$ cat src/core/ocic_pkg.sv
// package of the on-chip interrupt controller: offsets, fields, resets
// assumes: included before every core file, used only as ocic_pkg::name
package ocic_pkg;

  // ----------------------------------------------------------------
  // register map (word index on the register port)
  // ----------------------------------------------------------------
  localparam logic [2:0] OFF_PENDING = 3'h0;
  localparam logic [2:0] OFF_SRC_MASK = 3'h1;
  localparam logic [2:0] OFF_IN_SERVICE = 3'h2;
  localparam logic [2:0] OFF_EVT_STATUS = 3'h3;
  localparam logic [2:0] OFF_EVT_MASK = 3'h4;
  localparam logic [2:0] OFF_CONFIG = 3'h5;

  // ----------------------------------------------------------------
  // fields and reset values
  // ----------------------------------------------------------------
  localparam int CFG_DED_BIT = 0;
  localparam int CFG_VBASE_LSB = 8;
  localparam int VBASE_W = 3;
  localparam int EVT_ACK = 0;
  localparam int EVT_ERRVEC = 1;
  localparam int EVT_EXT_RSV = 2;
  localparam int EVT_W = 3;
  localparam logic [15:0] RST_SRC_MASK = 16'h0000;
  localparam logic [15:0] RST_IN_SERVICE = 16'h0000;
  localparam logic [15:0] RST_CONFIG = 16'h0000;
  localparam logic [2:0] RST_EVT = 3'h0;

  // ----------------------------------------------------------------
  // priority levels and acknowledge cycle encoding
  // ----------------------------------------------------------------
  localparam logic [2:0] LVL_NONE = 3'h0;
  localparam logic [2:0] LVL_ONE = 3'h1;
  localparam logic [2:0] LVL_INTERNAL = 3'h4;
  localparam logic [2:0] LVL_SIX = 3'h6;
  localparam logic [2:0] LVL_SEVEN = 3'h7;
  localparam logic [2:0] FC_IACK = 3'h7;
  localparam logic [3:0] IACK_ADDR_HI = 4'hF;

  typedef enum logic [1:0] {
    OCIC_IDLE = 2'b01,
    OCIC_DRIVE = 2'b10
  } ocic_ack_type;

endpackage : ocic_pkg

$ cat src/core/ocic_prio.sv
// highest-set-bit encoder for the interrupt controller
// assumes: purely combinational, used inside one clock domain
`timescale 1ns/1ps
`default_nettype none

module ocic_prio #(
  parameter int W = 16,
  parameter int IW = 4
) (
  input wire logic [W-1:0] vec_i,
  output logic found_o,
  output logic [IW-1:0] idx_o
);

  if ((1 << IW) < W) begin : g_bad_index
    $error("ocic_prio: index too narrow");
  end

  // ----------------------------------------------------------------
  // scan upward so the highest-numbered set bit is kept
  // ----------------------------------------------------------------
  always_comb begin
    found_o = 1'b0;
    idx_o = '0;
    for (int i = 0; i < W; i++) begin
      if (vec_i[i]) begin
        found_o = 1'b1;
        idx_o = IW'(i);
      end
    end
  end

endmodule : ocic_prio

`default_nettype wire

$ cat src/core/ocic_top.sv
// on-chip interrupt controller: internal sources, external levels,
// in-service nesting and vector answer to the core acknowledge cycle
// assumes: core and peripherals run on CLK_I; external pins do not
//
// Notes on behaviour
// RL1 - accept internal requests: timers, dma, serial channels, port pins 11 to 8
// RL2 - one mask bit per internal source; per-event masks stay in peripherals
// RL3 - external requests encoded on three lines, or three dedicated lines 7,6,1
// RL4 - encoded mode gives seven levels; level 4 belongs to internal requests
// RL5 - sixteen-bit in-service register, one bit per source, readable
// RL6 - in-service bit set when that source's vector goes to the core
// RL7 - writing one clears an in-service bit; zero leaves it; never settable
// RL8 - reset clears all in-service bits
// RL9 - request presented only above highest in-service source
// RL10 - error vector leaves in-service bits unchanged
// RL11 - in-service bit 0 always reads zero
// RL12 - single-event source pending cleared during acknowledge
// RL13 - multi-event source pending follows its unmasked peripheral events
// RL14 - handler clears in-service bit and peripheral events itself
// RL15 - acknowledge: read, code 111, level on a3..a1, upper nibble high, both strobes
// RL16 - on acknowledge drive the requesting source's vector
// RL17 - fixed internal priority, highest-numbered set bit wins
`timescale 1ns/1ps
`default_nettype none

module ocic_top #(
  parameter int NSRC = 16,
  // set bit: source has several events and holds its request as a level
  parameter logic [15:0] MULTI_EVENT = 16'h0000
) (
  input wire logic CLK_I,
  input wire logic RST_N_I,
  input wire logic [15:0] INT_REQ_I,
  input wire logic [2:0] EXT_PRIO_N_I,
  input wire logic EXT_LVL7_N_I,
  input wire logic EXT_LVL6_N_I,
  input wire logic EXT_LVL1_N_I,
  input wire logic CORE_AS_I,
  input wire logic CORE_RW_I,
  input wire logic CORE_UDS_I,
  input wire logic CORE_LDS_I,
  input wire logic [2:0] CORE_FC_I,
  input wire logic [3:0] CORE_ADDR_HI_I,
  input wire logic [2:0] CORE_LEVEL_I,
  input wire logic [2:0] REG_ADDR_I,
  input wire logic [15:0] REG_WDATA_I,
  input wire logic REG_WR_I,
  input wire logic REG_RD_I,
  output logic [15:0] REG_RDATA_O,
  output logic [2:0] CORE_IPL_O,
  output logic [7:0] VECTOR_O,
  output logic VECTOR_VALID_O,
  output logic HOST_IRQ_O
);

  if (NSRC != 16) begin : g_bad_nsrc
    $error("ocic_top: exactly sixteen sources are served");
  end

  // ----------------------------------------------------------------
  // register port decode
  // ----------------------------------------------------------------
  function automatic logic hit(input logic [2:0] a, input logic [2:0] off);
    hit = (a == off);
  endfunction : hit

  wire wr_pend = REG_WR_I && hit(REG_ADDR_I, ocic_pkg::OFF_PENDING);
  wire wr_mask = REG_WR_I && hit(REG_ADDR_I, ocic_pkg::OFF_SRC_MASK);
  wire wr_isr = REG_WR_I && hit(REG_ADDR_I, ocic_pkg::OFF_IN_SERVICE);
  wire wr_est = REG_WR_I && hit(REG_ADDR_I, ocic_pkg::OFF_EVT_STATUS);
  wire wr_emsk = REG_WR_I && hit(REG_ADDR_I, ocic_pkg::OFF_EVT_MASK);
  wire wr_cfg = REG_WR_I && hit(REG_ADDR_I, ocic_pkg::OFF_CONFIG);

  // ----------------------------------------------------------------
  // external pin synchronisers
  // ----------------------------------------------------------------
  logic [5:0] ext_s1_r;
  logic [5:0] ext_s2_r;

  always_ff @(posedge CLK_I) begin
    if (!RST_N_I) begin
      ext_s1_r <= 6'h3F;
      ext_s2_r <= 6'h3F;
    end else begin
      ext_s1_r <= {EXT_LVL7_N_I, EXT_LVL6_N_I, EXT_LVL1_N_I, EXT_PRIO_N_I};
      ext_s2_r <= ext_s1_r;
    end
  end

  // ----------------------------------------------------------------
  // configuration and masks
  // ----------------------------------------------------------------
  logic [15:0] cfg_r;
  logic [15:0] src_mask_r;
  wire dedicated = cfg_r[ocic_pkg::CFG_DED_BIT];
  wire [2:0] vbase = cfg_r[ocic_pkg::CFG_VBASE_LSB +: ocic_pkg::VBASE_W];

  always_ff @(posedge CLK_I) begin
    if (!RST_N_I) begin
      cfg_r <= ocic_pkg::RST_CONFIG;
    end else if (wr_cfg) begin
      cfg_r <= REG_WDATA_I;
    end
  end

  always_ff @(posedge CLK_I) begin
    if (!RST_N_I) begin
      src_mask_r <= ocic_pkg::RST_SRC_MASK;
    end else if (wr_mask) begin
      src_mask_r <= REG_WDATA_I; // [RL2]
    end
  end

  // ----------------------------------------------------------------
  // external level
  // ----------------------------------------------------------------
  logic [2:0] ext_lvl;
  wire [2:0] ext_enc = ~ext_s2_r[2:0];
  wire ext_rsv = !dedicated && (ext_enc == ocic_pkg::LVL_INTERNAL);

  always_comb begin
    ext_lvl = ocic_pkg::LVL_NONE;
    if (dedicated) begin
      if (!ext_s2_r[5]) begin
        ext_lvl = ocic_pkg::LVL_SEVEN; // [RL3]
      end else if (!ext_s2_r[4]) begin
        ext_lvl = ocic_pkg::LVL_SIX; // [RL3]
      end else if (!ext_s2_r[3]) begin
        ext_lvl = ocic_pkg::LVL_ONE; // [RL3]
      end
    end else if (!ext_rsv) begin
      // level 4 from outside is dropped, it would alias internal requests
      ext_lvl = ext_enc; // [RL3] [RL4]
    end
  end

  // ----------------------------------------------------------------
  // acknowledge recognition
  // ----------------------------------------------------------------
  ocic_pkg::ocic_ack_type st_r;
  wire iack_cyc = CORE_AS_I && CORE_RW_I && CORE_UDS_I && CORE_LDS_I
                  && (CORE_FC_I == ocic_pkg::FC_IACK)
                  && (CORE_ADDR_HI_I == ocic_pkg::IACK_ADDR_HI)
                  && (CORE_LEVEL_I == ocic_pkg::LVL_INTERNAL); // [RL15]
  wire iack_take = iack_cyc && (st_r == ocic_pkg::OCIC_IDLE);

  // ----------------------------------------------------------------
  // pending bits
  // ----------------------------------------------------------------
  logic [15:0] req_d_r;
  logic [15:0] pend_r;
  logic [15:0] ack_oh;

  always_ff @(posedge CLK_I) begin
    if (!RST_N_I) begin
      req_d_r <= 16'h0000;
    end else begin
      req_d_r <= INT_REQ_I;
    end
  end

  genvar g;
  generate
    for (g = 0; g < 16; g++) begin : g_pend
      if (MULTI_EVENT[g]) begin : g_multi
        always_ff @(posedge CLK_I) begin
          if (!RST_N_I) begin
            pend_r[g] <= 1'b0;
          end else begin
            pend_r[g] <= INT_REQ_I[g]; // [RL13] [RL1]
          end
        end
      end else begin : g_single
        always_ff @(posedge CLK_I) begin
          if (!RST_N_I) begin
            pend_r[g] <= 1'b0;
          end else if (INT_REQ_I[g] && !req_d_r[g]) begin
            pend_r[g] <= 1'b1; // [RL1]
          end else if (ack_oh[g] || (wr_pend && REG_WDATA_I[g])) begin
            pend_r[g] <= 1'b0; // [RL12]
          end
        end
      end
    end
  endgenerate

  // ----------------------------------------------------------------
  // nesting: compare best candidate with highest in-service source
  // ----------------------------------------------------------------
  logic [15:0] isr_r;
  logic cand_f;
  logic isr_f;
  logic [3:0] cand_i;
  logic [3:0] isr_i;
  wire [15:0] cand = pend_r & src_mask_r & 16'hFFFE; // [RL2]

  ocic_prio #(.W(16), .IW(4)) u_cand (
    .vec_i(cand),
    .found_o(cand_f),
    .idx_o(cand_i) // [RL17]
  );

  ocic_prio #(.W(16), .IW(4)) u_isr (
    .vec_i(isr_r),
    .found_o(isr_f),
    .idx_o(isr_i)
  );

  wire present = cand_f && (!isr_f || (cand_i > isr_i)); // [RL9]
  assign ack_oh = (iack_take && present) ? (16'h0001 << cand_i) : 16'h0000;

  // ----------------------------------------------------------------
  // in-service bits: set wins over a same-cycle clear
  // ----------------------------------------------------------------
  always_ff @(posedge CLK_I) begin
    if (!RST_N_I) begin
      isr_r <= ocic_pkg::RST_IN_SERVICE; // [RL8]
    end else begin
      // a bad acknowledge leaves ack_oh empty, so nothing is set here
      isr_r <= ((isr_r & ~(wr_isr ? REG_WDATA_I : 16'h0000)) | ack_oh)
               & 16'hFFFE; // [RL6] [RL7] [RL10] [RL11] [RL5]
    end
  end

  // ----------------------------------------------------------------
  // vector answer
  // ----------------------------------------------------------------
  always_ff @(posedge CLK_I) begin
    if (!RST_N_I) begin
      st_r <= ocic_pkg::OCIC_IDLE;
    end else begin
      case (st_r)
        ocic_pkg::OCIC_IDLE: begin
          if (iack_cyc) begin
            st_r <= ocic_pkg::OCIC_DRIVE;
          end
        end
        ocic_pkg::OCIC_DRIVE: begin
          if (!CORE_AS_I) begin
            st_r <= ocic_pkg::OCIC_IDLE;
          end
        end
        default: begin
          st_r <= ocic_pkg::OCIC_IDLE;
        end
      endcase
    end
  end

  always_ff @(posedge CLK_I) begin
    if (!RST_N_I) begin
      VECTOR_O <= 8'h00;
      VECTOR_VALID_O <= 1'b0;
    end else begin
      if (iack_take) begin
        // source 0 slot doubles as the error vector
        VECTOR_O <= {vbase, 1'b0, present ? cand_i : 4'h0}; // [RL16] [RL10]
        VECTOR_VALID_O <= 1'b1;
      end else if (!iack_cyc) begin
        VECTOR_VALID_O <= 1'b0;
      end
    end
  end

  // ----------------------------------------------------------------
  // level to the core
  // ----------------------------------------------------------------
  always_ff @(posedge CLK_I) begin
    if (!RST_N_I) begin
      CORE_IPL_O <= ocic_pkg::LVL_NONE;
    end else if (present && (ext_lvl < ocic_pkg::LVL_INTERNAL)) begin
      CORE_IPL_O <= ocic_pkg::LVL_INTERNAL; // [RL4]
    end else begin
      CORE_IPL_O <= ext_lvl;
    end
  end

  // ----------------------------------------------------------------
  // host events: sticky, write one to clear, set wins
  // ----------------------------------------------------------------
  logic [2:0] est_r;
  logic [2:0] emsk_r;
  logic [2:0] evt;

  assign evt[ocic_pkg::EVT_ACK] = iack_take && present;
  assign evt[ocic_pkg::EVT_ERRVEC] = iack_take && !present;
  assign evt[ocic_pkg::EVT_EXT_RSV] = ext_rsv; // [RL4]

  always_ff @(posedge CLK_I) begin
    if (!RST_N_I) begin
      est_r <= ocic_pkg::RST_EVT;
    end else begin
      est_r <= (est_r & ~(wr_est ? REG_WDATA_I[2:0] : 3'h0)) | evt;
    end
  end

  always_ff @(posedge CLK_I) begin
    if (!RST_N_I) begin
      emsk_r <= ocic_pkg::RST_EVT;
    end else if (wr_emsk) begin
      emsk_r <= REG_WDATA_I[2:0];
    end
  end

  always_ff @(posedge CLK_I) begin
    if (!RST_N_I) begin
      HOST_IRQ_O <= 1'b0;
    end else begin
      HOST_IRQ_O <= |(((est_r & ~(wr_est ? REG_WDATA_I[2:0] : 3'h0)) | evt)
                      & (wr_emsk ? REG_WDATA_I[2:0] : emsk_r));
    end
  end

  // ----------------------------------------------------------------
  // read data, one cycle after the strobe, zero elsewhere
  // ----------------------------------------------------------------
  always_ff @(posedge CLK_I) begin
    if (!RST_N_I) begin
      REG_RDATA_O <= 16'h0000;
    end else if (REG_RD_I) begin
      case (REG_ADDR_I)
        ocic_pkg::OFF_PENDING: REG_RDATA_O <= pend_r;
        ocic_pkg::OFF_SRC_MASK: REG_RDATA_O <= src_mask_r;
        ocic_pkg::OFF_IN_SERVICE: REG_RDATA_O <= isr_r; // [RL5] [RL11]
        ocic_pkg::OFF_EVT_STATUS: REG_RDATA_O <= {13'h0, est_r};
        ocic_pkg::OFF_EVT_MASK: REG_RDATA_O <= {13'h0, emsk_r};
        ocic_pkg::OFF_CONFIG: REG_RDATA_O <= cfg_r;
        default: REG_RDATA_O <= 16'h0000;
      endcase
    end else begin
      REG_RDATA_O <= 16'h0000;
    end
  end

endmodule : ocic_top

`default_nettype wire

$ cat config.mk
export PLATFORM = sky130hd
export DESIGN_NAME = ocic_top
export DESIGN_NICKNAME = d
export VERILOG_FILES = /design/src/core/ocic_pkg.sv /design/src/core/ocic_prio.sv /design/src/core/ocic_top.sv
export SDC_FILE = /design/constraint.sdc
export NUM_CORES = 1
export LEC_CHECK = 0
export BUFFER_PORTS_ARGS = -buffer_cell sky130_fd_sc_hd__clkbuf_2
export CELL_PAD_IN_SITES_DETAIL_PLACEMENT = 1
export CELL_PAD_IN_SITES_GLOBAL_PLACEMENT = 2
export CORE_UTILIZATION = 34
export DETAILED_ROUTE_END_ITERATION = 10
export GPL_TIMING_DRIVEN = 0
export PLACE_DENSITY_LB_ADDON = 0.12
export SYNTH_ARGS = -nofsm -noshare
export SYNTH_HDL_FRONTEND = slang
export SYNTH_SLANG_ARGS = --single-unit
$ cat constraint.sdc
create_clock -name CLK_I -period 3.5 [get_ports CLK_I]
set_clock_uncertainty 0.15 [all_clocks]
set_input_delay 0 -clock CLK_I [delete_from_list [all_inputs] [get_ports CLK_I]]
set_output_delay 0 -clock CLK_I [all_outputs]
set_load 0.05 [all_outputs]
==> flow_metrics.py <==
metrics = {
    "outcome": {
        "outcome": "completed",
    },
    "clocking": {
        "clkSlewWorstSetupHoldPaths_ps": 50,
        "worstSkewPairLatency_ps": 420,
        "tritoncts": "done",
        "cts-buffers-inserted": 17,
        "max-clock-path-buffers": 2,
        "numClockSinks": 127,
        "ctsHtreeMaxLevel": 4,
        "cts_root_buf": "clkbuf_16",
    },
    "pwr": {
        "power_per_unit_of_standard_cell_area_nw_per_um2": 492.6,
        "share_seq_of_total_power_pct": 42.1,
        "p_leak_nw": 2.849,
        "worst_ir_drop_vdd_v": 0.0003399,
        "p_int_mw": 2.755,
        "power.share.switching_pct": 24.12,
        "share_comb_of_total_power_pct": 8.8,
        "p_clk_share_pct": 49.1,
        "power_switching_mw": 0.8756,
    },
    "timing": {
        "timing.final.ws_setup_ps": 213.6,
        "slew_headroom_pct": 42.70,
        "hold_viol": 0,
        "setup_repair_after_global_routing_missed_its_margin": "false",
        "setup_total_negative_slack_ps": 0,
        "fmaxAchievable_mhz": 304.3,
        "setup-violations-final": 0,
        "final_min_period_over_clock_period_pct": 93.90,
        "worst_slew_pin_tran_ps": 857.7,
        "maxSlewViolCount": 0,
        "final.hold.worst_slack_ps": 68.37,
        "post-route-min-period_ps": 3286,
    },
    "logic_synthesis": {
        "ys_warn_count": 0,
        "postSynthRegisterBits": 127,
        "proportion_of_register_bits_with_asynchronous_set_or_reset_after_synthesis_pct": 0,
        "postSynthNetCount": 694,
        "mappedNetlistArea_um2": 5492,
        "synth.cells.most_frequent": "140 x nand2_1, 127 x dfxtp_1, 73 x a21oi_1, 34 x a22oi_1, 24 x and2_1",
        "number_of_flops_mapped_to_enable_cells_by_yosys": 0,
        "syn_area_cell_um2": 8.703,
        "fraction_of_synthesized_cell_area_taken_by_the_top_area_cell_type_pct": 46.30,
        "yosysTopAreaCell": "dfxtp_1",
        "ys_seq_area_share_pct": 46.30,
        "prevailing_post_synth_register_cell": "dfxtp_1",
        "synth_cells": 631,
        "yosysMostFrequentCell": "nand2_1",
        "synth_cell_types": 68,
        "ys_top_cells_by_area": "dfxtp_1 46%, nand2_1 9.6%, a21oi_1 6.7%",
    },
    "routing": {
        "num_vias": 5368,
        "tritonroute_pass_1_iters": 5,
        "drtIter0Drc": 266,
        "avgRoutedWirePerCell_um": 19.29,
        "avgViaCountPerCell": 5.247,
        "final_ant_viol_nets": 0,
        "remaining_drc_errors": 0,
        "route.final.wire_length_um": 19740,
    },
    "worst_setup_path": {
        "cp.required_ps": 3660,
        "r2r_setup_slack_ps": 210,
        "worst-path-max-fanout": 7,
        "critical_path.endpoint_type": "flip-flop",
        "critical_path_class": "flip-flop to flip-flop",
        "critical_path_arrival_ps": 3450,
        "timing.critical_path.from_type": "flip-flop",
    },
    "placed_design": {
        "port-buffer-count": 86,
        "gpl_wtd_cong": 0.8676,
        "place_ws_ps": 225.7,
        "hpwl_after_detailed_placement_um": 14790,
    },
    "global_route": {
        "antenna_found_initial": 0,
        "pin_count_of_the_biggest_net_entering_global_routing": 17,
        "grt_first_pass_wirelength_um": 30760,
        "grt_overflow": 0,
        "grt_pass1_vias": 5558,
        "global_route.usage.total_pct": 25.26,
    },
    "min_path": {
        "holdCritPathClass": "input pin to flip-flop",
    },
    "job": {
        "cap_violations": 0,
    },
    "floorplanning": {
        "dieHeight_um": 129.1,
        "die_x_um": 129.1,
        "effective_utilization_at_floorplan_pct": 34.70,
        "die_area_um2": 16660,
        "floorplan.core_area_um2": 15830,
        "boundaryPins": 88,
        "num_rows": 46,
    },
    "cells_and_area": {
        "n_fill_cell": 1879,
        "multi_input_gate_area_um2": 2754,
        "layout-area-overhead-vs-synth_pct": 34.22,
        "share_of_layout_cells_above_drive_strength_1_pct": 18.59,
        "net_count_final": 858,
        "sequential_cell_area_um2": 2542,
        "antenna-diode-count": 0,
        "finalCoreUtilization_pct": 46.57,
    },
}
-- final timing paths --
kind,start,to,cells past startpoint
min,CORE_LDS_I,isr_r[9],7
min reg2reg,ext_s1_r[2],ext_s2_r[2],1
max reg2reg,pend_r[5],isr_r[3],12
max,pend_r[5],isr_r[3],12
-- logic make-up (layout without fill, tap and decap cells) --
kind of cell | count (synthesis) | after routing | synth area share (%)
AND/OR/NAND/NOR | 262 | 262 | 24.24
AO/OA/AOI/OAI | 181 | 181 | 22.83
flip-flops | 127 | 127 | 46.30
buffers and inverters | 47 | 223 | 3.554
multiplexers | 9 | 9 | 2.096
adder cells (fa/ha/maj) | 4 | 4 | 0.9114
other | 1 | 1 | 0.06829
-- metrics by stage --
step	power, mW	cell area (µm²)	std cells
after floorplan	1.700	5492	631
after global placement	1.818	6192	933
after detailed placement	1.827	6192	933
after CTS	3.661	7371	1023
after global routing	3.752	7371	1023
final	3.631	7371	1023
-- power by group through the flow --
stage,clock [mW],combinational [mW],sequential (mW)
finish,1.78,0.318,1.53
global route,1.87,0.345,1.53
CTS,1.82,0.318,1.53
detailed placement,0,0.269,1.56
global placement,0,0.262,1.56
floorplan,0,0.145,1.56
-- layout by cell type (no fill, tap or decap), drive strengths merged, types with 3 or more instances in the layout --
master         n
nand2        140
clkinvlp       3
inv           14
ha             4
nor3           6
bufinv         3
buf           10
a211oi         5
a22oi         34
a21boi        12
and3           5
nand4b         3
and3b          3
nand2b        24
clkinv         5
mux2i          7
and2          25
nor4           4
dfxtp        127
o21ai          7
nand3          9
a311oi         8
o211a          3
dlygate4sd3   59
nor2b          5
o21a           4
clkbuf       129
a21oi         76
nor2          21
a31o           5
a22o           8
a32o           7
nand4          4
-- metal layers --
metal | global-route usage, % | vias to the layer above | part of all wire [%]
met2 | 41.62 | 154 | 47
met4 | 6.851 | 0 | 1.4
met1 | 33.75 | 2625 | 47
li1 | - | 2568 | -
met3 | 4.955 | 21 | 4.6
met5 | 0 | - | 0
-- sequential cells by signal (all words and copies together), names as in the netlist --
name and count:
CORE_IPL_O 3, HOST_IRQ_O 1, REG_RDATA_O 16, VECTOR_O 7, VECTOR_VALID_O 1, cfg_r 16
emsk_r 3, est_r 3, ext_s1_r 6, ext_s2_r 6, isr_r 15, pend_r 16
req_d_r 16, src_mask_r 16, st_r 2
-- layout make-up --
cell class                 instances  share of cell area (%)
buffer                            33                   1.935
inverter                          14                  0.7130
sequential                       127                   34.49
tap                              216                   3.667
timing repair buffer             145                   13.85
clock buffer                      20                   6.060
clock inverter                    11                   1.918
multi-input combinational        457                   37.36
-- worst max-delay path: stages (launching register included) --
cell and delay, ps:
dfxtp_1 380, a22o_1 220, a31oi_1 270, nor2_1 90
o21ai_1 400, and2_1 280, ha_1 190, nor2b_1 50
o21ai_0 140, a32o_1 360, a21oi_4 160, and2_2 270
a32o_2 220
-- what timing repair did --
action                    4_1_cts  5_1_grt
hold endpoints to repair      106        0
buffers inserted                0        0
hold buffers                   59        0
resized for setup               0        0
No activity file was read; power rests on OpenSTA's default activity.
